`src/rtl/bac_pkg.sv`:
```
// Package for the burst and auto-restart mode control block.
// Assumes a single 20 MHz system clock and AHB-Lite register access.
package bac_pkg;

  // ==========================================================
  // Clock and timing
  localparam int unsigned CLK_PERIOD_NS = 50;
  localparam int unsigned BLANK_TIME_NS = 8000;
  localparam int unsigned BLANK_CYCLES = (BLANK_TIME_NS + CLK_PERIOD_NS - 1) / CLK_PERIOD_NS;

  // ==========================================================
  // Register offsets (byte addresses)
  localparam logic [7:0] OFS_CTRL = 8'h00;
  localparam logic [7:0] OFS_STATE = 8'h04;
  localparam logic [7:0] OFS_IRQ_STAT = 8'h08;
  localparam logic [7:0] OFS_IRQ_MASK = 8'h0C;
  localparam logic [7:0] OFS_FLAGS = 8'h10;

  // ==========================================================
  // Field positions and reset values
  localparam int CTRL_ENABLE_BIT = 0;
  localparam int CTRL_BURST_EN_BIT = 1;
  localparam logic [1:0] CTRL_RESET_VAL = 2'h3;
  localparam logic [5:0] IRQ_MASK_RESET_VAL = 6'h00;

  // Interrupt event bits
  localparam int EV_BURST_ENTER = 0;
  localparam int EV_BURST_EXIT = 1;
  localparam int EV_RESTART_ENTER = 2;
  localparam int EV_OVERVOLT = 3;
  localparam int EV_OVERTEMP = 4;
  localparam int EV_STARTUP = 5;
  localparam int NUM_EVENTS = 6;

  // ==========================================================
  // Types
  typedef enum logic [4:0] {
    ST_STARTUP = 5'h01,
    ST_NORMAL = 5'h02,
    ST_BURST = 5'h04,
    ST_RESTART = 5'h08,
    ST_LOCKOUT = 5'h10
  } bac_state_e;

  typedef struct packed {
    logic light_load_cmp;
    logic burst_high_cmp;
    logic burst_low_cmp;
    logic overload_cmp;
    logic supply_overvolt_cmp;
    logic softstart_phase_cmp;
    logic softstart_upper_cmp;
    logic overtemp_cmp;
    logic supply_under_cmp;
    logic supply_on_cmp;
  } bac_cmp_s;

  localparam int NUM_CMP = 10;

  typedef struct packed {
    logic bias_en;
    logic reduced_limit_sel;
    logic softstart_clamp_release;
    logic switching_en;
    logic startup_cell_on;
    logic reference_en;
  } bac_ctl_s;

endpackage

```
`src/rtl/bac_ctrl.sv`:
```
// Burst mode and auto-restart mode control with AHB-Lite registers.
// Assumes comparator flags arrive asynchronously and soft-start time is set outside.
`timescale 1ns/1ps

module bac_ctrl
  import bac_pkg::*;
#(
  parameter int unsigned BLANK_COUNT = BLANK_CYCLES
) (
  input wire logic hclk,
  input wire logic hresetn,
  input wire logic hsel,
  input wire logic [7:0] haddr,
  input wire logic [1:0] htrans,
  input wire logic hwrite,
  input wire logic [2:0] hsize,
  input wire logic [31:0] hwdata,
  input wire logic hready,
  output logic [31:0] hrdata,
  output logic hreadyout,
  output logic hresp,
  input wire logic [NUM_CMP-1:0] cmp_in,
  output logic bias_en,
  output logic reduced_limit_sel,
  output logic softstart_clamp_release,
  output logic switching_en,
  output logic startup_cell_on,
  output logic reference_en,
  output logic irq
);

  if (BLANK_COUNT < 1 || BLANK_COUNT > 65535) begin : g_bad_count
    $error("BLANK_COUNT out of range");
  end

  // ==========================================================
  // Synchronisers
  logic [NUM_CMP-1:0] sync1_reg, sync2_reg, sync3_reg;
  logic [NUM_CMP-1:0] stable_reg;
  bac_cmp_s cmp;

  always_ff @(posedge hclk or negedge hresetn) begin
    if (!hresetn) begin
      sync1_reg <= '0;
      sync2_reg <= '0;
      sync3_reg <= '0;
    end else begin
      sync1_reg <= cmp_in;
      sync2_reg <= sync1_reg;
      sync3_reg <= sync2_reg;
    end
  end

  genvar gi;
  generate
    for (gi = 0; gi < NUM_CMP; gi++) begin : g_stable
      always_ff @(posedge hclk or negedge hresetn) begin
        if (!hresetn) begin
          stable_reg[gi] <= 1'b0;
        end else if (sync2_reg[gi] == sync3_reg[gi]) begin
          stable_reg[gi] <= sync3_reg[gi];
        end
      end
    end
  endgenerate

  assign cmp = bac_cmp_s'(stable_reg);

  // ==========================================================
  // Registers
  logic [1:0] ctrl_reg;
  logic [NUM_EVENTS-1:0] irq_stat_reg, irq_mask_reg;
  logic burst_flag_reg;
  logic burst_bias_reg;
  bac_state_e state_reg, state_next;

  wire ctl_enable = ctrl_reg[CTRL_ENABLE_BIT];
  wire ctl_burst_en = ctrl_reg[CTRL_BURST_EN_BIT];

  // ==========================================================
  // Spike blanking
  logic [15:0] ov_cnt_reg, ot_cnt_reg;
  logic ov_fault_reg, ot_fault_reg;
  wire ov_qual = cmp.supply_overvolt_cmp & cmp.softstart_phase_cmp & cmp.overload_cmp;
  wire [15:0] blank_last = 16'(BLANK_COUNT - 1);

  always_ff @(posedge hclk or negedge hresetn) begin
    if (!hresetn) begin
      ov_cnt_reg <= 16'h0000;
      ov_fault_reg <= 1'b0;
    end else if (!ov_qual) begin
      ov_cnt_reg <= 16'h0000;
      ov_fault_reg <= 1'b0;
    end else if (ov_cnt_reg == blank_last) begin
      ov_fault_reg <= 1'b1;
    end else begin
      ov_cnt_reg <= ov_cnt_reg + 16'h0001;
    end
  end

  always_ff @(posedge hclk or negedge hresetn) begin
    if (!hresetn) begin
      ot_cnt_reg <= 16'h0000;
      ot_fault_reg <= 1'b0;
    end else if (!cmp.overtemp_cmp) begin
      ot_cnt_reg <= 16'h0000;
      ot_fault_reg <= 1'b0;
    end else if (ot_cnt_reg == blank_last) begin
      ot_fault_reg <= 1'b1;
    end else begin
      ot_cnt_reg <= ot_cnt_reg + 16'h0001;
    end
  end

  // ==========================================================
  // Mode state machine
  wire overload_trip = cmp.overload_cmp & cmp.softstart_upper_cmp;
  wire burst_entry = ctl_burst_en & cmp.light_load_cmp & cmp.softstart_upper_cmp;
  wire under_volt = cmp.supply_under_cmp;
  wire fault_any = ov_fault_reg | ot_fault_reg | overload_trip | under_volt;
  wire run_state = (state_reg == ST_NORMAL) | (state_reg == ST_BURST);

  always_comb begin
    state_next = state_reg;
    case (state_reg)
      ST_LOCKOUT: begin
        if (cmp.supply_on_cmp && ctl_enable) state_next = ST_STARTUP;
      end
      ST_STARTUP: begin
        if (fault_any) state_next = ST_RESTART;
        else if (!cmp.softstart_phase_cmp) state_next = ST_NORMAL;
      end
      ST_NORMAL: begin
        if (fault_any) state_next = ST_RESTART;
        else if (burst_entry && !cmp.overload_cmp) state_next = ST_BURST;
      end
      ST_BURST: begin
        if (fault_any) state_next = ST_RESTART;
        else if (cmp.overload_cmp) state_next = ST_NORMAL;
      end
      ST_RESTART: begin
        if (cmp.supply_on_cmp && !under_volt && !fault_any) state_next = ST_STARTUP;
        else if (under_volt) state_next = ST_LOCKOUT;
      end
      default: state_next = ST_LOCKOUT;
    endcase
  end

  always_ff @(posedge hclk or negedge hresetn) begin
    if (!hresetn) state_reg <= ST_LOCKOUT;
    else state_reg <= state_next;
  end

  // Burst flag and bias toggle inside burst
  always_ff @(posedge hclk or negedge hresetn) begin
    if (!hresetn) begin
      burst_flag_reg <= 1'b0;
      burst_bias_reg <= 1'b0;
    end else if (state_next != ST_BURST) begin
      burst_flag_reg <= 1'b0;
      burst_bias_reg <= 1'b0;
    end else if (state_reg != ST_BURST) begin
      burst_flag_reg <= 1'b1;
      burst_bias_reg <= 1'b0;
    end else if (cmp.burst_high_cmp) begin
      burst_bias_reg <= 1'b1;
    end else if (!cmp.burst_low_cmp) begin
      burst_bias_reg <= 1'b0;
    end
  end

  // Startup cell hysteresis: on below the low threshold, off at the high one
  logic cell_hold_reg;

  always_ff @(posedge hclk or negedge hresetn) begin
    if (!hresetn) begin
      cell_hold_reg <= 1'b1;
    end else if (cmp.supply_under_cmp) begin
      cell_hold_reg <= 1'b1;
    end else if (cmp.supply_on_cmp) begin
      cell_hold_reg <= 1'b0;
    end
  end

  // ==========================================================
  // Control outputs
  bac_ctl_s ctl_next, ctl_reg;
  wire lockout_phase = (state_reg == ST_LOCKOUT) | (state_reg == ST_RESTART);

  always_comb begin
    ctl_next = '0;
    ctl_next.reference_en = ~lockout_phase;
    ctl_next.startup_cell_on = lockout_phase & cell_hold_reg;
    if (state_reg == ST_BURST) begin
      ctl_next.bias_en = burst_bias_reg;
      ctl_next.switching_en = burst_bias_reg;
      ctl_next.reduced_limit_sel = burst_flag_reg & ~cmp.overload_cmp;
      ctl_next.softstart_clamp_release = 1'b1;
    end else if (run_state || state_reg == ST_STARTUP) begin
      ctl_next.bias_en = 1'b1;
      ctl_next.switching_en = (state_reg == ST_NORMAL) | (state_reg == ST_STARTUP);
      ctl_next.softstart_clamp_release = cmp.overload_cmp | cmp.light_load_cmp | (state_reg == ST_STARTUP);
    end
  end

  always_ff @(posedge hclk or negedge hresetn) begin
    if (!hresetn) ctl_reg <= '0;
    else ctl_reg <= ctl_next;
  end

  assign bias_en = ctl_reg.bias_en;
  assign reduced_limit_sel = ctl_reg.reduced_limit_sel;
  assign softstart_clamp_release = ctl_reg.softstart_clamp_release;
  assign switching_en = ctl_reg.switching_en;
  assign startup_cell_on = ctl_reg.startup_cell_on;
  assign reference_en = ctl_reg.reference_en;

  // ==========================================================
  // Events and interrupt
  logic [NUM_EVENTS-1:0] ev;
  logic ov_fault_d_reg, ot_fault_d_reg;
  logic irq_reg;

  always_ff @(posedge hclk or negedge hresetn) begin
    if (!hresetn) begin
      ov_fault_d_reg <= 1'b0;
      ot_fault_d_reg <= 1'b0;
    end else begin
      ov_fault_d_reg <= ov_fault_reg;
      ot_fault_d_reg <= ot_fault_reg;
    end
  end

  always_comb begin
    ev = '0;
    ev[EV_BURST_ENTER] = (state_next == ST_BURST) & (state_reg != ST_BURST);
    ev[EV_BURST_EXIT] = (state_next != ST_BURST) & (state_reg == ST_BURST);
    ev[EV_RESTART_ENTER] = (state_next == ST_RESTART) & (state_reg != ST_RESTART);
    ev[EV_OVERVOLT] = ov_fault_reg & ~ov_fault_d_reg;
    ev[EV_OVERTEMP] = ot_fault_reg & ~ot_fault_d_reg;
    ev[EV_STARTUP] = (state_next == ST_STARTUP) & (state_reg != ST_STARTUP);
  end

  // ==========================================================
  // AHB-Lite slave
  logic wr_pend_reg;
  logic [7:0] wr_addr_reg;
  wire addr_phase = hsel & hready & htrans[1];
  wire wr_ctrl = wr_pend_reg & (wr_addr_reg == OFS_CTRL);
  wire wr_stat = wr_pend_reg & (wr_addr_reg == OFS_IRQ_STAT);
  wire wr_mask = wr_pend_reg & (wr_addr_reg == OFS_IRQ_MASK);
  wire [NUM_EVENTS-1:0] stat_clr = wr_stat ? hwdata[NUM_EVENTS-1:0] : '0;
  wire [NUM_EVENTS-1:0] stat_next = (irq_stat_reg & ~stat_clr) | ev;

  logic [31:0] rd_mux;
  always_comb begin
    case (haddr)
      OFS_CTRL: rd_mux = {30'h00000000, ctrl_reg};
      OFS_STATE: rd_mux = {24'h000000, 2'h0, burst_flag_reg, state_reg};
      OFS_IRQ_STAT: rd_mux = {26'h0000000, irq_stat_reg};
      OFS_IRQ_MASK: rd_mux = {26'h0000000, irq_mask_reg};
      OFS_FLAGS: rd_mux = {22'h000000, stable_reg};
      default: rd_mux = 32'h00000000;
    endcase
  end

  always_ff @(posedge hclk or negedge hresetn) begin
    if (!hresetn) begin
      wr_pend_reg <= 1'b0;
      wr_addr_reg <= 8'h00;
      hrdata <= 32'h00000000;
    end else begin
      wr_pend_reg <= addr_phase & hwrite;
      if (addr_phase) wr_addr_reg <= haddr;
      if (addr_phase && !hwrite) hrdata <= rd_mux;
    end
  end

  always_ff @(posedge hclk or negedge hresetn) begin
    if (!hresetn) begin
      ctrl_reg <= CTRL_RESET_VAL;
      irq_mask_reg <= IRQ_MASK_RESET_VAL;
      irq_stat_reg <= '0;
      irq_reg <= 1'b0;
    end else begin
      if (wr_ctrl) ctrl_reg <= hwdata[1:0];
      if (wr_mask) irq_mask_reg <= hwdata[NUM_EVENTS-1:0];
      irq_stat_reg <= stat_next;
      irq_reg <= |(stat_next & irq_mask_reg);
    end
  end

  assign hreadyout = 1'b1;
  assign hresp = 1'b0;
  assign irq = irq_reg;

endmodule

```
`config.mk`:
```
export PLATFORM = sky130hd
export DESIGN_NAME = bac_ctrl
export DESIGN_NICKNAME = d
export VERILOG_FILES = /design/src/rtl/bac_pkg.sv /design/src/rtl/bac_ctrl.sv
export SDC_FILE = /design/constraint.sdc
export NUM_CORES = 1
export LEC_CHECK = 0
export BUFFER_PORTS_ARGS = -buffer_cell sky130_fd_sc_hd__buf_2
export CORE_ASPECT_RATIO = 1.1
export CORE_MARGIN = 2
export CORE_UTILIZATION = 50
export DETAILED_ROUTE_END_ITERATION = 12
export PLACE_DENSITY = 0.85
export SLEW_MARGIN = 5
export SYNTH_ARGS = -nofsm -noshare
export SYNTH_HDL_FRONTEND = slang
export SYNTH_SLANG_ARGS = --single-unit
```
`constraint.sdc`:
```
create_clock -name hclk -period 2 [get_ports hclk]
set_input_delay 0.4 -clock hclk [delete_from_list [all_inputs] [get_ports hclk]]
set_output_delay 0.4 -clock hclk [all_outputs]
set_load 0.1 [all_outputs]
```
* Word level (Yosys, flattened, before mapping)
Index checks and enable logic that the tools add are counted.
Storage, ports and cells: logic and storage cells 156, bits of input ports 60, register bits after elaboration 146
Cells by class: muxes and demuxes 33, $add $sub $neg 2, equality and inequality tests 35, reductions and logical operators 15, bitwise logic cells 35
Operator list (count):
- 16-bit two-way mux | 4
- 10-bit case mux with 5 select lines | 1
- 5-bit two-way mux | 9
- 16-bit by 1-bit adder with 16-bit output (second input constant) | 2
- 16-bit by 8-bit == test with 1-bit output (second input constant) | 2
- 8-bit by 4-bit == test with 1-bit output (second input constant) | 4
- 5-bit case mux with 5 select lines | 1
- 1-bit bitwise AND | 19
- 8-bit logical NOT | 2
- 1-bit two-way mux | 15
- 6-bit bitwise AND | 2
- 1-bit == test | 10
- 5-bit by 1-bit == test with 1-bit output (second input constant) | 2
- 5-bit by 3-bit == test with 1-bit output (second input constant) | 2
- 5-bit by 4-bit == test with 1-bit output (second input constant) | 2
- 5-bit by 3-bit != test with 1-bit output (second input constant) | 2
- 8-bit by 3-bit == test with 1-bit output (second input constant) | 1
- 8-bit by 5-bit == test with 1-bit output (second input constant) | 1
- 1-bit bitwise OR | 8
- 6-bit two-way mux | 1
- 6-bit inverter | 1
- 6-bit bitwise OR | 1
- 6-bit OR reduction | 1
- 5-bit by 2-bit == test with 1-bit output (second input constant) | 1
- other kinds (12) | 26

* Logic depth before layout (Yosys ltp)
depth after elaboration 12, depth in mapped cells 7

* Worst setup path after synthesis
Ideal clock, no wire load.
kind register to register, start register ov_cnt_reg[0], end register ov_cnt_reg[15], library setup time 0.081 ns, slack 0.008 ns, required time 1.919 ns, cell stages (with the launch flop) 7, clock period less this slack 1.992 ns, data arrival time 1.911 ns, buffers on the path 0, path through dfrtp_1 ha_1 and4_4 and4_4 or4_1 or3_1 a21oi_1
On the way: cells in the longest elaborated chain, start to end 3, elaborated cells between the ends (all ways) 5, those cells by class add/sub (1); eq/ne (2); mux (2)
RTL lines:
- start: declaration | RTL line bac_ctrl.sv:82 | logic [15:0] ov_cnt_reg, ot_cnt_reg;
- start signal: assignment | RTL line bac_ctrl.sv:97 | ov_cnt_reg <= ov_cnt_reg + 16'h0001;
- 16-bit by 1-bit adder with 16-bit output | RTL line bac_ctrl.sv:97
- 16-bit two-way mux | RTL line bac_ctrl.sv:94 | end else if (ov_cnt_reg == blank_last) begin
- 16-bit two-way mux | RTL line bac_ctrl.sv:91 | end else if (!ov_qual) begin
Parallel ways exist; a longest one is shown, timed or not. The select of a mux whose other input is x is not followed. A chain may end at the register's enable or synchronous reset.

* Worst setup path in the final report
start register ov_cnt_reg[1], end register ov_cnt_reg[15]
Same word-level chain as after synthesis.

==> metrics.md <==
| Metric | Value |
|---|---|
| Outcome | `complete, but fails checks` |
| Failing checks | `setup timing` |
| FILL cells | `781` |
| Clk buf depth | `2` |
| DP Cell Count | `662` |
| Core Area | `10400 um^2` |
| Pre-CTS WS | `-0.0126 ns` |
| Synth async-reset ratio | `100%` |
| CTS H-Tree Depth | `4` |
| Clock power frac | `43.6%` |
| Avg Vias per Cell | `5.50` |
| Worst EP arrival | `2.32 ns` |
| VDD IR max | `0.535 mV` |
| Logic pwr share | `13.1%` |
| Final max-slew violation count | `0` |
| Sequential-to-total area share from yosys stat | `57.8%` |
| Die Width | `103 um` |
| Final setup violation count | `1` |
| Final non-filler cell total | `696` |
| Largest net degree at the start of global routing | `38` |
| Share of cells above drive strength 1 | `25.3%` |
| Vias in the first global route | `3877` |
| Hold Vio Cnt, Final | `0` |
| Worst-Skew Late Latency | `0.41 ns` |
| Pwr Density | `1000 nW/um^2` |
| Final worst-path setup slack | `-0.00376 ns` |
| WHS | `0.0977 ns` |
| FF+latch area | `3110 um^2` |
| Row count | `39` |
| Avg Cell Area, Syn | `11.4 um^2` |
| Critical path buffers and inverters | `0` |
| Final ANT Viol Nets | `0` |
| Die area | `11600 um^2` |
| EDFF count, synth | `0` |
| Mapped Area | `5380 um^2` |
| Die Span Y | `113 um` |
| Multi-input logic area | `2120 um^2` |
| Final nets | `603` |
| Initial antenna violation count | `0` |
| Slew @ Worst Pin | `0.692 ns` |
| Switch share | `28.0%` |
| Port-buffer cells | `46` |
| CTS tree | `built` |
| Root Buffer | `clkbuf_16` |
| Internal Power | `0.00463 W` |
| Max cap viols | `0` |
| P_sw | `0.00180 W` |
| Remaining Overflow, GRT | `0` |
| Final WL | `11500 um` |
| Mapped Cells | `471` |
| Hold crit path type | `primary input to register` |
| CTS Sinks | `124` |
| Most common flop cell mapped by yosys | `dfrtp_1` |
| CP delay by family, top | `simple AND/OR/NAND/NOR gates` |
| Leak | `2.89 nW` |
| Peak per-stage delay on the critical path | `0.41 ns` |
| Worst setup EP type | `register` |
| Cell mode on critical path | `and4_4` |
| Post-synthesis sequential element count | `124` |
| Hpwl dp | `7160 um` |
| Worst endpoint required time | `2.32 ns` |
| Total I/O pin count | `101` |
| Yosys Warn Count | `0` |
| Crit-path cells | `ha_2 > and4_4 > and4_4 > or4_4 > or3_4 > a21oi_2` |
| Antenna fix cells | `0` |
| Area Growth Syn to Fin | `19.1%` |
| Initial core utilization | `51.5%` |
| Max-Slew Margin vs Limit | `53.7%` |
| Crit share post-route | `100%` |
| Skew final | `0.00881 ns` |
| Setup CP Type | `register to register` |
| GPL Wtd Cong | `0.898` |
| Global-route wire length before repair | `18700 um` |
| Drt first pass iters | `5` |
| Post-route DRC | `0` |
| Number of CTS-inserted buffers | `17` |
| Flop2flop setup slack | `-0.004 ns` |
| Worst-path fanout max | `2` |
| Slowest stage cell on the critical path | `or4_4` |
| Crit start category | `register` |
| Sequential Power Share | `43.3%` |
| Clock Pin Slew Worst Setup and Hold Paths | `0.05 ns` |
| Fmax | `499 MHz` |
| Cell variety after synth | `58` |
| Fin crit period | `2.00 ns` |
| Via count | `3831` |
| Avg WL per Cell | `16.5 um` |
| Tot GR Track Use | `20.7%` |
| Iteration-0 DRC Markers | `249` |
-- metal layers --
layer / global-route usage [%] / part of all wire (%) / up-vias
li1: - / - / 1759
met1: 26.0 / 41 / 1888
met2: 34.2 / 51 / 150
met3: 5.50 / 5.3 / 34
met4: 7.98 / 2.4 / 0
met5: 0 / 0 / -
-- cells in the mapped netlist (4+ instances only) --
cell type	number	area, um^2
a22o_1	6	52.6
nand4_1	9	56.3
nand3_1	10	50.1
a31oi_1	6	37.5
nor3_1	13	65.1
dfrtp_1	120	3000
xnor2_1	12	105
and3_1	6	37.5
buf_4	24	180
nor3b_1	7	52.6
nor2_1	43	161
inv_1	8	30.0
xor2_1	12	105
o21ai_0	17	85.1
a21oi_1	10	50.1
a221oi_1	7	61.3
nor4_1	9	56.3
clkbuf_1	11	41.3
nand2_1	28	105
dfstp_2	4	105
mux2_2	22	248
nor2b_1	7	43.8
and2_1	14	87.6
maj3_1	10	100
or3_1	4	25.0
nand2b_1	4	25.0
-- cell families (layout without fill, tap and decap cells) --
logic type      after synthesis  after routing  synth area share, %
simple gates                173            173                 17.5
flops                       124            124                 57.8
compound gates               65             65                 8.31
buf+inv                      47            107                 5.03
xor+xnor                     24             24                 3.91
mux                          24             24                 4.98
fa+ha+maj                    12             12                 2.33
other cells                   2             24                0.140
-- cell type report --
class                      count  area share, %
clock buffer                  23           7.31
clock inverter                 8           1.11
inverter                       8          0.469
multi-input combinational    322           33.1
sequential                   124           48.6
tap                          143           2.79
timing repair buffer          68           6.64
-- metrics by stage --
stage | utilization, % | area [um^2] | total power, W | TNS [ns]
2_1_floorplan | - | 5460 | 0.00346 | 0
3_3_place_gp | 55.5 | 5800 | 0.00363 | 0
3_5_place_dp | 55.5 | 5800 | 0.00365 | -0.0126
4_1_cts | 60.9 | 6360 | 0.00646 | -0.0242
5_1_grt | 61.3 | 6400 | 0.00665 | -0.0356
6_report | 61.3 | 6400 | 0.00643 | -0.00376
-- power groups by stage --
stage / logic, W / clock network (W) / registers [W]
after detailed placement: 0.000832 / 0 / 0.00282
after global routing: 0.000890 / 0.00296 / 0.00280
final: 0.000840 / 0.00280 / 0.00279
after global placement: 0.000819 / 0 / 0.00281
after floorplan: 0.000459 / 0 / 0.00300
after CTS: 0.000842 / 0.00283 / 0.00278
-- layout by cell type (no fill, tap or decap), types with 7 or more instances in the layout --
master and n:
nor3_1 13, inv_1 8, nor4_1 7, nand2_1 28, buf_2 45, xor2_1 12
nand3_1 10, nor2b_1 7, buf_4 20, nor3b_1 7, and2_1 14, xnor2_1 12
conb_1 24, maj3_1 10, mux2_2 22, nor2_1 43, dfrtp_1 119, a21oi_1 9
a221oi_1 7, o21ai_0 17, clkbuf_16 17, nand4_1 9
-- path summary, 6_finish.rpt --
kind	start	to	depth (start not counted)
worst max-delay path	ov_cnt_reg[1]	ov_cnt_reg[15]	6
worst min-delay path	cmp_in[3]	sync1_reg[3]	1
worst max register to register	ov_cnt_reg[1]	ov_cnt_reg[15]	6
worst min register to register	sync1_reg[0]	sync2_reg[0]	0
max in group asynchronous	hresetn	ctrl_reg[1]	3
min in group asynchronous	hresetn	cmp[8]	2
-- timing repair --
action	CTS	global route
endpoints found under the setup margin	2	5
pin swaps	1	4
gates cloned	0	0
hold buffers	1	0
endpoints found under the hold margin	25	0
buffers inserted	0	2
resized for setup	2	8
-- worst register-to-register path: cells and delay by family (launching register included) --
family	cells	cell delay, ns
and+or+nand+nor	4	1.19
DFF	1	0.39
adders and majority gates	1	0.20
AOI/OAI and AO/OA	1	0.14
No activity file was read; power rests on OpenSTA's default activity.
